### src/common/hscc_pkg.sv
// holds the constants, register map and enumerations of the fast count/compare block
// assumes a single 200 MHz clock domain and a word-addressed avalon-mm slave
package hscc_pkg;
   // ------------------------------------------------------------
   // widths and counts
   // ------------------------------------------------------------
   localparam int ADDR_W    = 6;
   localparam int DATA_W    = 32;
   localparam int NUM_SLOTS = 8;
   localparam int MAX_ACT   = 6;
   localparam int NUM_POS   = 6;
   localparam int OUT_W     = 16;
   localparam int IRQ_W     = 12;
   localparam int CNT_IRQS  = 6;

   // ------------------------------------------------------------
   // register word addresses
   // ------------------------------------------------------------
   localparam logic [ADDR_W-1:0] A_CTRL     = 6'h00;
   localparam logic [ADDR_W-1:0] A_COUNT    = 6'h01;
   localparam logic [ADDR_W-1:0] A_PRESET   = 6'h02;
   localparam logic [ADDR_W-1:0] A_STATE    = 6'h03;
   localparam logic [ADDR_W-1:0] A_OUTBITS  = 6'h04;
   localparam logic [ADDR_W-1:0] A_IRQ_STS  = 6'h05;
   localparam logic [ADDR_W-1:0] A_IRQ_MASK = 6'h06;
   localparam logic [ADDR_W-1:0] A_SCAN     = 6'h07;
   localparam logic [ADDR_W-1:0] A_SLOT_CFG = 6'h08;
   localparam logic [ADDR_W-1:0] A_SLOT_VAL = 6'h10;
   localparam logic [ADDR_W-1:0] A_POS      = 6'h18;
   localparam logic [ADDR_W-1:0] A_POS_CMP  = 6'h1E;

   // ------------------------------------------------------------
   // field positions
   // ------------------------------------------------------------
   localparam int CTRL_EN    = 0;
   localparam int CTRL_QUAD  = 1;
   localparam int CTRL_DOWN  = 2;
   localparam int CTRL_START = 3;
   localparam int CFG_EN     = 0;
   localparam int CFG_FN_LO  = 1;
   localparam int CFG_TGTCNT = 3;
   localparam int CFG_TGT_LO = 4;
   localparam int POS_IRQ_LO = 6;

   // ------------------------------------------------------------
   // reset values
   // ------------------------------------------------------------
   localparam logic [3:0]        RST_CTRL = 4'h0;
   localparam logic [DATA_W-1:0] RST_WORD = 32'h0000_0000;
   localparam logic [OUT_W-1:0]  RST_OUT  = 16'h0000;
   localparam logic [IRQ_W-1:0]  RST_IRQ  = 12'h000;
   localparam logic [7:0]        RST_CFG  = 8'h00;

   typedef enum logic [1:0] {HSCC_FN_SET, HSCC_FN_CLR, HSCC_FN_IRQ, HSCC_FN_NONE} hscc_fn_e;
   typedef enum logic [1:0] {HSCC_BUS_IDLE, HSCC_BUS_ACK} hscc_bus_e;
endpackage

### src/core/hscc_top.sv
// fast pulse counter with six-at-once compare actions and position compare interrupts
// assumes pulse, start and clear pins are asynchronous; position steps come from same-clock logic
//
// The address map and the Avalon-MM interface to the registers were chosen for this implementation.
`timescale 1ns/1ps
module hscc_top
   import hscc_pkg::*;
(
   input  wire logic                        ref_clk_i,
   input  wire logic                        srst_i,
   input  wire logic [hscc_pkg::ADDR_W-1:0] avs_address_i,
   input  wire logic                        avs_read_i,
   input  wire logic                        avs_write_i,
   input  wire logic [hscc_pkg::DATA_W-1:0] avs_writedata_i,
   output logic      [hscc_pkg::DATA_W-1:0] avs_readdata_o,
   output logic                             avs_waitrequest_o,
   input  wire logic                        pulse_a_i,
   input  wire logic                        pulse_b_i,
   input  wire logic                        ext_start_i,
   input  wire logic                        ext_clear_i,
   input  wire logic [hscc_pkg::NUM_POS-1:0] pos_step_i,
   input  wire logic [hscc_pkg::NUM_POS-1:0] pos_dir_down_i,
   output logic      [hscc_pkg::OUT_W-1:0]  target_bits_o,
   output logic                             scan_contact_o,
   output logic                             irq_o
);
   import hscc_pkg::*;

   // ------------------------------------------------------------
   // helpers
   // ------------------------------------------------------------
   // slots beyond the sixth enabled one are ignored, in slot order
   function automatic logic [NUM_SLOTS-1:0] first_active(input logic [NUM_SLOTS-1:0] en);
      logic [NUM_SLOTS-1:0] act;
      int                   n;
      act = '0;
      n   = 0;
      for (int i = 0; i < NUM_SLOTS; i++) begin
         if (en[i] && n < MAX_ACT) begin
            act[i] = 1'b1;
         end
         if (en[i]) begin
            n++;
         end
      end
      return act;
   endfunction

   function automatic logic signed [DATA_W-1:0] step_val(input logic signed [DATA_W-1:0] v,
                                                         input logic down);
      return down ? v - 32'sd1 : v + 32'sd1;
   endfunction

   // ------------------------------------------------------------
   // state
   // ------------------------------------------------------------
   logic [3:0]                   ctrl_ff;
   logic signed [DATA_W-1:0]     count_ff;
   logic signed [DATA_W-1:0]     preset_ff;
   logic                         contact_ff;
   logic                         qdir_ff;
   logic                         scan_out_ff;
   logic [OUT_W-1:0]             out_bits_ff;
   logic [IRQ_W-1:0]             irq_sts_ff;
   logic [IRQ_W-1:0]             irq_mask_ff;
   logic                         irq_ff;
   logic [7:0]                   cfg_ff   [NUM_SLOTS];
   logic signed [DATA_W-1:0]     val_ff   [NUM_SLOTS];
   logic signed [DATA_W-1:0]     pos_ff   [NUM_POS];
   logic signed [DATA_W-1:0]     pcmp_ff  [NUM_POS];
   logic [3:0]                   sync1_ff;
   logic [3:0]                   sync2_ff;
   logic                         a_prev_ff;
   hscc_bus_e                    bus_ff;
   logic [DATA_W-1:0]            rdata_ff;
   logic                         wait_ff;

   // ------------------------------------------------------------
   // pin synchronisers
   // ------------------------------------------------------------
   // first stage feeds only the second; edge detect looks at stage two
   always_ff @(posedge ref_clk_i) begin
      if (srst_i) begin
         sync1_ff  <= 4'h0;
         sync2_ff  <= 4'h0;
         a_prev_ff <= 1'b0;
      end else begin
         sync1_ff  <= {ext_clear_i, ext_start_i, pulse_b_i, pulse_a_i};
         sync2_ff  <= sync1_ff;
         a_prev_ff <= sync2_ff[0];
      end
   end

   // ------------------------------------------------------------
   // bus decode
   // ------------------------------------------------------------
   logic                  bus_take;
   logic                  wr_en;
   logic [NUM_SLOTS-1:0]  wr_cfg;
   logic [NUM_SLOTS-1:0]  wr_val;
   logic [NUM_POS-1:0]    wr_pos;
   logic [NUM_POS-1:0]    wr_pcmp;
   logic                  wr_count;

   // a request is acted on in the one cycle waitrequest is low
   assign bus_take = (avs_read_i || avs_write_i) && (bus_ff == HSCC_BUS_ACK);
   assign wr_en    = bus_take && avs_write_i;
   assign wr_count = wr_en && (avs_address_i == A_COUNT);

   always_comb begin
      for (int i = 0; i < NUM_SLOTS; i++) begin
         wr_cfg[i] = wr_en && (avs_address_i == A_SLOT_CFG + ADDR_W'(i));
         wr_val[i] = wr_en && (avs_address_i == A_SLOT_VAL + ADDR_W'(i));
      end
      for (int k = 0; k < NUM_POS; k++) begin
         wr_pos[k]  = wr_en && (avs_address_i == A_POS + ADDR_W'(k));
         wr_pcmp[k] = wr_en && (avs_address_i == A_POS_CMP + ADDR_W'(k));
      end
   end

   // ------------------------------------------------------------
   // counting
   // ------------------------------------------------------------
   logic                     count_ok;
   logic                     a_rise;
   logic                     step;
   logic                     dir_down;
   logic                     clr_in;
   logic signed [DATA_W-1:0] nxt_count;

   assign count_ok  = ctrl_ff[CTRL_EN] && (!ctrl_ff[CTRL_START] || sync2_ff[2]);
   assign a_rise    = sync2_ff[0] && !a_prev_ff;
   assign clr_in    = count_ok && sync2_ff[3];
   // software load wins the cycle, so a load never doubles as a pulse step
   assign step      = count_ok && a_rise && !clr_in && !wr_count;
   // x1 quadrature decode: b low at a's rise means a leads
   assign dir_down  = ctrl_ff[CTRL_QUAD] ? sync2_ff[1] : ctrl_ff[CTRL_DOWN];
   assign nxt_count = step_val(count_ff, dir_down);

   // ------------------------------------------------------------
   // compare slots
   // ------------------------------------------------------------
   logic [NUM_SLOTS-1:0] slot_en;
   logic [NUM_SLOTS-1:0] active;
   logic [NUM_SLOTS-1:0] hit;
   logic [OUT_W-1:0]     set_mask;
   logic [OUT_W-1:0]     clr_mask;
   logic [IRQ_W-1:0]     evt_set;
   logic                 cnt_zero;
   logic [NUM_POS-1:0]   pos_hit;

   // value compared is the new count, so holding at the value cannot re-fire
   always_comb begin
      set_mask = '0;
      clr_mask = '0;
      evt_set  = '0;
      cnt_zero = 1'b0;
      for (int i = 0; i < NUM_SLOTS; i++) begin
         slot_en[i] = cfg_ff[i][CFG_EN];
      end
      active = first_active(slot_en);
      for (int i = 0; i < NUM_SLOTS; i++) begin
         hit[i] = step && active[i] && (nxt_count == val_ff[i]);
         if (hit[i]) begin
            case (hscc_fn_e'(cfg_ff[i][CFG_FN_LO +: 2]))
               HSCC_FN_SET: set_mask[cfg_ff[i][CFG_TGT_LO +: 4]] = 1'b1;
               HSCC_FN_CLR: begin
                  if (cfg_ff[i][CFG_TGTCNT]) begin
                     cnt_zero = 1'b1;
                  end else begin
                     clr_mask[cfg_ff[i][CFG_TGT_LO +: 4]] = 1'b1;
                  end
               end
               HSCC_FN_IRQ: begin
                  // numbers outside zero..five are dropped
                  if (cfg_ff[i][CFG_TGT_LO +: 4] < 4'(CNT_IRQS)) begin
                     evt_set[cfg_ff[i][CFG_TGT_LO +: 3]] = 1'b1;
                  end
               end
               default: ;
            endcase
         end
      end
      for (int k = 0; k < NUM_POS; k++) begin
         pos_hit[k] = pos_step_i[k] && !wr_pos[k] &&
                      (step_val(pos_ff[k], pos_dir_down_i[k]) == pcmp_ff[k]);
         evt_set[POS_IRQ_LO + k] = pos_hit[k];
      end
   end

   // ------------------------------------------------------------
   // counter, contact and direction flag
   // ------------------------------------------------------------
   always_ff @(posedge ref_clk_i) begin
      if (srst_i) begin
         count_ff   <= RST_WORD;
         contact_ff <= 1'b0;
         qdir_ff    <= 1'b0;
      end else begin
         if (wr_count) begin
            count_ff <= avs_writedata_i;
         end else if (clr_in || cnt_zero) begin
            count_ff <= RST_WORD;
         end else if (step) begin
            count_ff <= nxt_count;
         end
         if (clr_in) begin
            contact_ff <= 1'b0;
         end else if (step && nxt_count == preset_ff) begin
            contact_ff <= !dir_down;
         end
         if (step && ctrl_ff[CTRL_QUAD]) begin
            qdir_ff <= !sync2_ff[1];
         end
      end
   end

   // contact-driven output follows the scan, not the pulse
   always_ff @(posedge ref_clk_i) begin
      if (srst_i) begin
         scan_out_ff <= 1'b0;
      end else if (wr_en && avs_address_i == A_SCAN) begin
         scan_out_ff <= contact_ff;
      end
   end

   // ------------------------------------------------------------
   // target bits: hardware action beats a software write, set beats clear
   // ------------------------------------------------------------
   always_ff @(posedge ref_clk_i) begin
      if (srst_i) begin
         out_bits_ff <= RST_OUT;
      end else if (wr_en && avs_address_i == A_OUTBITS) begin
         out_bits_ff <= (avs_writedata_i[OUT_W-1:0] & ~clr_mask) | set_mask;
      end else begin
         out_bits_ff <= (out_bits_ff & ~clr_mask) | set_mask;
      end
   end

   // ------------------------------------------------------------
   // interrupts: sticky, write one to clear, new event wins
   // ------------------------------------------------------------
   always_ff @(posedge ref_clk_i) begin
      if (srst_i) begin
         irq_sts_ff  <= RST_IRQ;
         irq_mask_ff <= RST_IRQ;
         irq_ff      <= 1'b0;
      end else begin
         if (wr_en && avs_address_i == A_IRQ_STS) begin
            irq_sts_ff <= (irq_sts_ff & ~avs_writedata_i[IRQ_W-1:0]) | evt_set;
         end else begin
            irq_sts_ff <= irq_sts_ff | evt_set;
         end
         if (wr_en && avs_address_i == A_IRQ_MASK) begin
            irq_mask_ff <= avs_writedata_i[IRQ_W-1:0];
         end
         irq_ff <= |(irq_sts_ff & irq_mask_ff);
      end
   end

   // ------------------------------------------------------------
   // configuration, compare values, positions
   // ------------------------------------------------------------
   always_ff @(posedge ref_clk_i) begin
      if (srst_i) begin
         ctrl_ff   <= RST_CTRL;
         preset_ff <= RST_WORD;
         for (int i = 0; i < NUM_SLOTS; i++) begin
            cfg_ff[i] <= RST_CFG;
            val_ff[i] <= RST_WORD;
         end
      end else begin
         if (wr_en && avs_address_i == A_CTRL) begin
            ctrl_ff <= avs_writedata_i[3:0];
         end
         if (wr_en && avs_address_i == A_PRESET) begin
            preset_ff <= avs_writedata_i;
         end
         for (int i = 0; i < NUM_SLOTS; i++) begin
            if (wr_cfg[i]) begin
               cfg_ff[i] <= avs_writedata_i[7:0];
            end
            if (wr_val[i]) begin
               val_ff[i] <= avs_writedata_i;
            end
         end
      end
   end

   // a software write to a position simply loads it; only steps compare
   always_ff @(posedge ref_clk_i) begin
      if (srst_i) begin
         for (int k = 0; k < NUM_POS; k++) begin
            pos_ff[k]  <= RST_WORD;
            pcmp_ff[k] <= RST_WORD;
         end
      end else begin
         for (int k = 0; k < NUM_POS; k++) begin
            if (wr_pos[k]) begin
               pos_ff[k] <= avs_writedata_i;
            end else if (pos_step_i[k]) begin
               pos_ff[k] <= step_val(pos_ff[k], pos_dir_down_i[k]);
            end
            if (wr_pcmp[k]) begin
               pcmp_ff[k] <= avs_writedata_i;
            end
         end
      end
   end

   // ------------------------------------------------------------
   // avalon slave: fixed one wait state, unmapped reads give zero
   // ------------------------------------------------------------
   logic [DATA_W-1:0] rd_mux;

   always_comb begin
      rd_mux = RST_WORD;
      if (avs_address_i >= A_POS_CMP && avs_address_i < A_POS_CMP + ADDR_W'(NUM_POS)) begin
         rd_mux = pcmp_ff[3'(avs_address_i - A_POS_CMP)];
      end else if (avs_address_i >= A_POS && avs_address_i < A_POS_CMP) begin
         rd_mux = pos_ff[3'(avs_address_i - A_POS)];
      end else if (avs_address_i >= A_SLOT_VAL && avs_address_i < A_POS) begin
         rd_mux = val_ff[3'(avs_address_i - A_SLOT_VAL)];
      end else if (avs_address_i >= A_SLOT_CFG && avs_address_i < A_SLOT_VAL) begin
         rd_mux = {24'h00_0000, cfg_ff[3'(avs_address_i - A_SLOT_CFG)]};
      end else begin
         case (avs_address_i)
            A_CTRL:     rd_mux = {28'h000_0000, ctrl_ff};
            A_COUNT:    rd_mux = count_ff;
            A_PRESET:   rd_mux = preset_ff;
            A_STATE:    rd_mux = {29'h0000_0000, scan_out_ff, qdir_ff, contact_ff};
            A_OUTBITS:  rd_mux = {16'h0000, out_bits_ff};
            A_IRQ_STS:  rd_mux = {20'h0_0000, irq_sts_ff};
            A_IRQ_MASK: rd_mux = {20'h0_0000, irq_mask_ff};
            default:    rd_mux = RST_WORD;
         endcase
      end
   end

   always_ff @(posedge ref_clk_i) begin
      if (srst_i) begin
         bus_ff   <= HSCC_BUS_IDLE;
         rdata_ff <= RST_WORD;
         wait_ff  <= 1'b1;
      end else begin
         wait_ff <= 1'b1;                     // only a request seen in the idle branch below lowers it
         case (bus_ff)
            HSCC_BUS_IDLE: begin
               if (avs_read_i || avs_write_i) begin
                  bus_ff   <= HSCC_BUS_ACK;
                  rdata_ff <= rd_mux;
                  wait_ff  <= 1'b0;
               end
            end
            HSCC_BUS_ACK: bus_ff <= HSCC_BUS_IDLE;
            default:      bus_ff <= HSCC_BUS_IDLE;
         endcase
      end
   end

   assign avs_readdata_o    = rdata_ff;
   assign avs_waitrequest_o = wait_ff;
   assign target_bits_o     = out_bits_ff;
   assign scan_contact_o    = scan_out_ff;
   assign irq_o             = irq_ff;
endmodule

### config.mk
export PLATFORM = sky130hd
export DESIGN_NAME = hscc_top
export DESIGN_NICKNAME = d
export VERILOG_FILES = /design/src/common/hscc_pkg.sv /design/src/core/hscc_top.sv
export SDC_FILE = /design/constraint.sdc
export NUM_CORES = 2
export LEC_CHECK = 0
export BUFFER_PORTS_ARGS = -buffer_cell sky130_fd_sc_hd__buf_2
export CELL_PAD_IN_SITES_DETAIL_PLACEMENT = 2
export CELL_PAD_IN_SITES_GLOBAL_PLACEMENT = 2
export CORE_MARGIN = 2
export CORE_UTILIZATION = 35
export DETAILED_ROUTE_END_ITERATION = 10
export GPL_TIMING_DRIVEN = 0
export PLACE_DENSITY_LB_ADDON = 0.25
export RECOVER_POWER = 50
export SYNTH_ARGS = -nofsm -noshare
export SYNTH_HDL_FRONTEND = slang
export SYNTH_SLANG_ARGS = --single-unit
### constraint.sdc
create_clock -name ref_clk_i -period 5.1 [get_ports ref_clk_i]
set_input_delay 0.255 -clock ref_clk_i [delete_from_list [all_inputs] [get_ports ref_clk_i]]
set_output_delay 0.255 -clock ref_clk_i [all_outputs]
set_load 0.01 [all_outputs]
==> results.py <==
metrics = {
    "status": {
        "outcome": "finished, violations left",
        "violations": "max-capacitance violations, max-slew violations, negative setup slack",
    },
    "power": {
        "p_comb_share_pct": 26.8,
        "p_switching_w": 0.00828,
        "p_per_area_nw_per_um2": 295,
        "seqPwrFrac_pct": 36.9,
        "switching_share_pct": 35.9,
        "p_int_w": 0.0148,
        "vdd_ir_drop_max_mv": 0.282,
        "p_leak_nw": 28.5,
        "pwr-share-clk_pct": 36.2,
    },
    "synthesis": {
        "synth_area_leaders": "edfxtp_1 (33%), nor2_1 (5.6%), mux4_2 (5.1%)",
        "synth_edf_count": 704,
        "ys.flop_type": "edfxtp_1",
        "synthArstFlopShare_pct": 0,
        "yosys.area.top_type": "edfxtp_1",
        "synth.top_cell.area_share_pct": 33.1,
        "synth.avg_cell_area_um2": 9.52,
        "synth-seq-area-share_pct": 37.9,
        "syn-num-nets": 6997,
        "syn_inst": 6715,
        "ys_warn_count": 0,
        "synth_cell_type_count": 114,
        "netlist_area_um2": 63900,
        "ys_ff_latch": 859,
    },
    "clock_network": {
        "ctsRootBufferMaster": "clkbuf_16",
        "clk_pin_slew_worst_paths_ns": 0.07,
        "cts_buffers": 105,
        "cts_tree": "built",
        "h-tree-depth": 3,
        "cts.path.max_buffers": 3,
        "clock_sinks": 859,
        "worstSkewPairLatency_ns": 0.81,
    },
    "timing": {
        "worstMarginPinSlew_ns": 2.26,
        "min_period_ns": 6.38,
        "hold_ws_ns": 0.0517,
        "timing.final.crit_share_pct": 125,
        "max_freq_mhz": 157,
        "drv_slew": 313,
        "hold_violations": 0,
        "rsz0062_at_grt": "true",
        "fin_ws_ns": -1.28,
        "slew_headroom_pct": -50.4,
        "skew_ns": 0.0437,
        "setup_viol": 222,
    },
    "critical_path": {
        "worstPathArrival_ns": 7.06,
        "cp_top_family": "simple AND/OR/NAND/NOR gates",
        "r2r_cells": 22,
        "cp-end-kind": "flop",
        "required_ns": 5.78,
        "r2r-start": "ctrl_ff[1]$_SDFFE_PP0P_",
        "slowest_delay_ns": 0.59,
        "rr_endpoint": "count_ff[4]$_SDFFE_PP0P_",
        "reg2reg_slack_ns": -1.28,
        "path_cells": "mux2i_4 -> buf_12 -> clkinvlp_4 -> buf_4 -> ha_2 -> buf_6 -> xnor2_4 -> a2111oi_4 -> o211ai_1 -> nor4_4 -> nand4_1 -> nor4_4 -> buf_4 -> nand4_1 -> nor3_4 -> nand4_1 -> buf_6 -> o2111ai_4 -> nor2_4 -> and2_4 -> clkbuf_16 -> a221oi_2",
        "cp_slowest_cell": "nor3_4",
        "critPathKind": "reg2reg",
        "path_max_fanout": 10,
        "startpoint_type": "flop",
        "cp_num_buf_inv": 7,
        "critical_path.most_common_cell": "nand4_1",
    },
    "grt": {
        "grt_antenna_before_repair": 36,
        "grt_util_all_layers_pct": 42.7,
        "grt_pass1_vias": 67000,
        "grt-ovfl-total": 0,
        "grt_first_pass_wirelength_um": 554000,
        "grt_max_degree": 33,
    },
    "min_path": {
        "min_path_cells": 3,
        "hold_path.class": "in2reg",
        "whs_endpoint": "preset_ff[24]$_SDFFE_PP0P_",
        "min_from": "avs_writedata_i[24]",
    },
    "floorplan": {
        "design.core.area_um2": 181000,
        "die-area_um2": 186000,
        "start_util_pct": 35.3,
        "dieWidth_um": 431,
        "pin_count": 109,
        "die_h_um": 431,
        "rows": 156,
    },
    "placement": {
        "dpl-instance-area_um2": 68200,
        "dp.cells": 9204,
        "gp_congestion": 1.08,
        "hpwl_um": 313000,
        "portBuffers": 86,
    },
    "finish": {
        "multiInputGateArea_um2": 41200,
        "area_delta_synth_final_pct": 22.2,
        "fill_cells": 19200,
        "fin_cells": 9649,
        "drive_gt1_share_pct": 18.4,
        "nets": 7449,
        "seq_area_um2": 24200,
        "stdcell_area_um2": 78100,
    },
    "route": {
        "routed_wl_um": 414000,
        "wl_per_cell_um": 42.9,
        "routed-via-count": 66800,
        "drcViolationCount": 0,
        "ant_nets": 0,
        "drtIter0Drc": 9483,
        "via_per_inst": 6.92,
        "dr.pass1.iters": 9,
    },
    "flow_run": {
        "maxCapViolations": 29,
    },
}
## layout by cell type (no fill, tap or decap), types with 43 or more instances in the layout
master,Yosys,routed
nor2_1,956,929
edfxtp_1,704,704
nand2_1,543,522
clkbuf_1,374,405
a21oi_1,420,393
xnor2_1,359,308
xor2_1,221,205
buf_4,3,201
ha_1,217,191
a22oi_1,167,164
inv_1,163,158
dfxtp_1,155,154
mux4_2,144,144
nand3_1,157,143
o21ai_0,215,143
nor3_1,154,134
nand4_1,121,121
clkbuf_16,0,108
mux2i_1,108,106
a21o_1,90,86
a211oi_1,83,75
xnor3_1,68,67
nor2b_1,62,59
nand2b_1,61,58
o21ai_2,5,54
o22ai_1,50,48
and3_1,52,47
buf_6,6,43
o211ai_1,43,43
buf_12,0,43
## cell families after synthesis
| group | after synthesis | synth area share [%] |
|---|---|---|
| multiplexers | 280 | 7.26 |
| AND/OR/NAND/NOR | 2447 | 18.1 |
| AO/OA/AOI/OAI | 1622 | 17.8 |
| adder cells (fa/ha/maj) | 224 | 4.47 |
| flip-flops | 859 | 37.9 |
| XOR/XNOR | 656 | 10.6 |
| buffers and inverters | 627 | 3.86 |
## metal layers
layer	vias up	track usage (%)	part of all wire [%]
li1	26100	-	-
met1	34500	53.0	37
met2	4774	63.0	42
met3	1412	12.1	12
met4	24	32.2	9.0
met5	-	0	0.077
## worst max-delay path by stage
stage          slack (ns)                     from  cells past startpoint                            to
2_1_floorplan       -0.25  ctrl_ff[1]$_SDFFE_PP0P_                     19     count_ff[10]$_SDFFE_PP0P_
3_3_place_gp        -5.35  ctrl_ff[1]$_SDFFE_PP0P_                     16   target_bits_o[0]$_SDFF_PP0_
3_5_place_dp        -4.16  ctrl_ff[1]$_SDFFE_PP0P_                     19  target_bits_o[13]$_SDFF_PP0_
4_1_cts             -0.83  ctrl_ff[1]$_SDFFE_PP0P_                     25      count_ff[5]$_SDFFE_PP0P_
5_1_grt             -1.22  ctrl_ff[1]$_SDFFE_PP0P_                     22      count_ff[4]$_SDFFE_PP0P_
6_report            -1.28  ctrl_ff[1]$_SDFFE_PP0P_                     22      count_ff[4]$_SDFFE_PP0P_
## timing repair
item / CTS / global route
buffers inserted: 168 / 68
hold buffers: 11 / 0
endpoints found under the setup margin: 96 / 94
pin swaps: 157 / 143
gates resized for setup: 566 / 308
hold endpoints to repair: 18 / 0
cloned: 3 / 1
## stage by stage
stage	setup TNS (ns)	total power (W)	setup slack (ns)	utilization [%]
after floorplan	-9.55	0.0119	-0.252	-
after global placement	-673.21	0.0140	-5.35	37.3
after detailed placement	-280.57	0.0142	-4.16	37.6
after CTS	-42.42	0.0225	-0.825	42.0
after global routing	-85.43	0.0235	-1.22	43.1
final	-118.40	0.0231	-1.28	43.1
## flip-flops by register name (all words and copies together) (netlist names), 16 cells and up
name / flops
pcmp_ff: 192
count_ff: 32
target_bits_o: 16
preset_ff: 32
cfg_ff: 64
avs_readdata_o: 32
val_ff: 256
pos_ff: 192
## synth_stat cells, types with 39 or more instances
| cell type | instances |
|---|---|
| inv_1 | 163 |
| ha_1 | 217 |
| nor2b_1 | 62 |
| mux4_2 | 144 |
| xor2_1 | 221 |
| o21a_1 | 39 |
| nand2b_1 | 61 |
| and2_1 | 46 |
| o22ai_1 | 50 |
| a21oi_1 | 420 |
| clkbuf_1 | 374 |
| nand3_1 | 157 |
| a31oi_1 | 45 |
| o21ai_0 | 215 |
| a21o_1 | 90 |
| xnor2_1 | 359 |
| nor2_1 | 956 |
| nor4_1 | 78 |
| nand4_1 | 121 |
| nand2_1 | 543 |
| and3_1 | 52 |
| a211oi_1 | 83 |
| mux2i_1 | 108 |
| edfxtp_1 | 704 |
| dfxtp_1 | 155 |
| a22oi_1 | 167 |
| nor3_1 | 154 |
| o211ai_1 | 43 |
| xnor3_1 | 68 |
## worst register-to-register path: cells and delay by family (launching register included)
family | cells | cell delay (ns)
AND/OR/NAND/NOR | 8 | 2.25
buffers and inverters | 7 | 1.38
AO/OA/AOI/OAI | 4 | 1.18
adder cells (fa/ha/maj) | 1 | 0.52
flip-flops | 1 | 0.37
multiplexers | 1 | 0.37
XOR/XNOR | 1 | 0.21
## final cells by class
class | instances | area share (%)
Antenna cell | 19 | 0.0609
Buffer | 436 | 2.64
Clock buffer | 132 | 3.59
Clock inverter | 68 | 1.09
Inverter | 163 | 0.793
Multi-Input combinational cell | 5229 | 52.8
Sequential cell | 859 | 31.1
Tap cell | 2370 | 3.80
Timing Repair Buffer | 372 | 4.14
Timing Repair inverter | 1 | 0.00962
## power by group through the flow
stage	registers (W)	logic, W	clock network, W
5_1_grt	0.00851	0.00645	0.00851
3_5_place_dp	0.00860	0.00558	0
3_3_place_gp	0.00859	0.00536	0
4_1_cts	0.00846	0.00577	0.00827
6_report	0.00852	0.00619	0.00836
2_1_floorplan	0.00834	0.00352	0
Note: power is estimated with default switching activity, not from simulation.
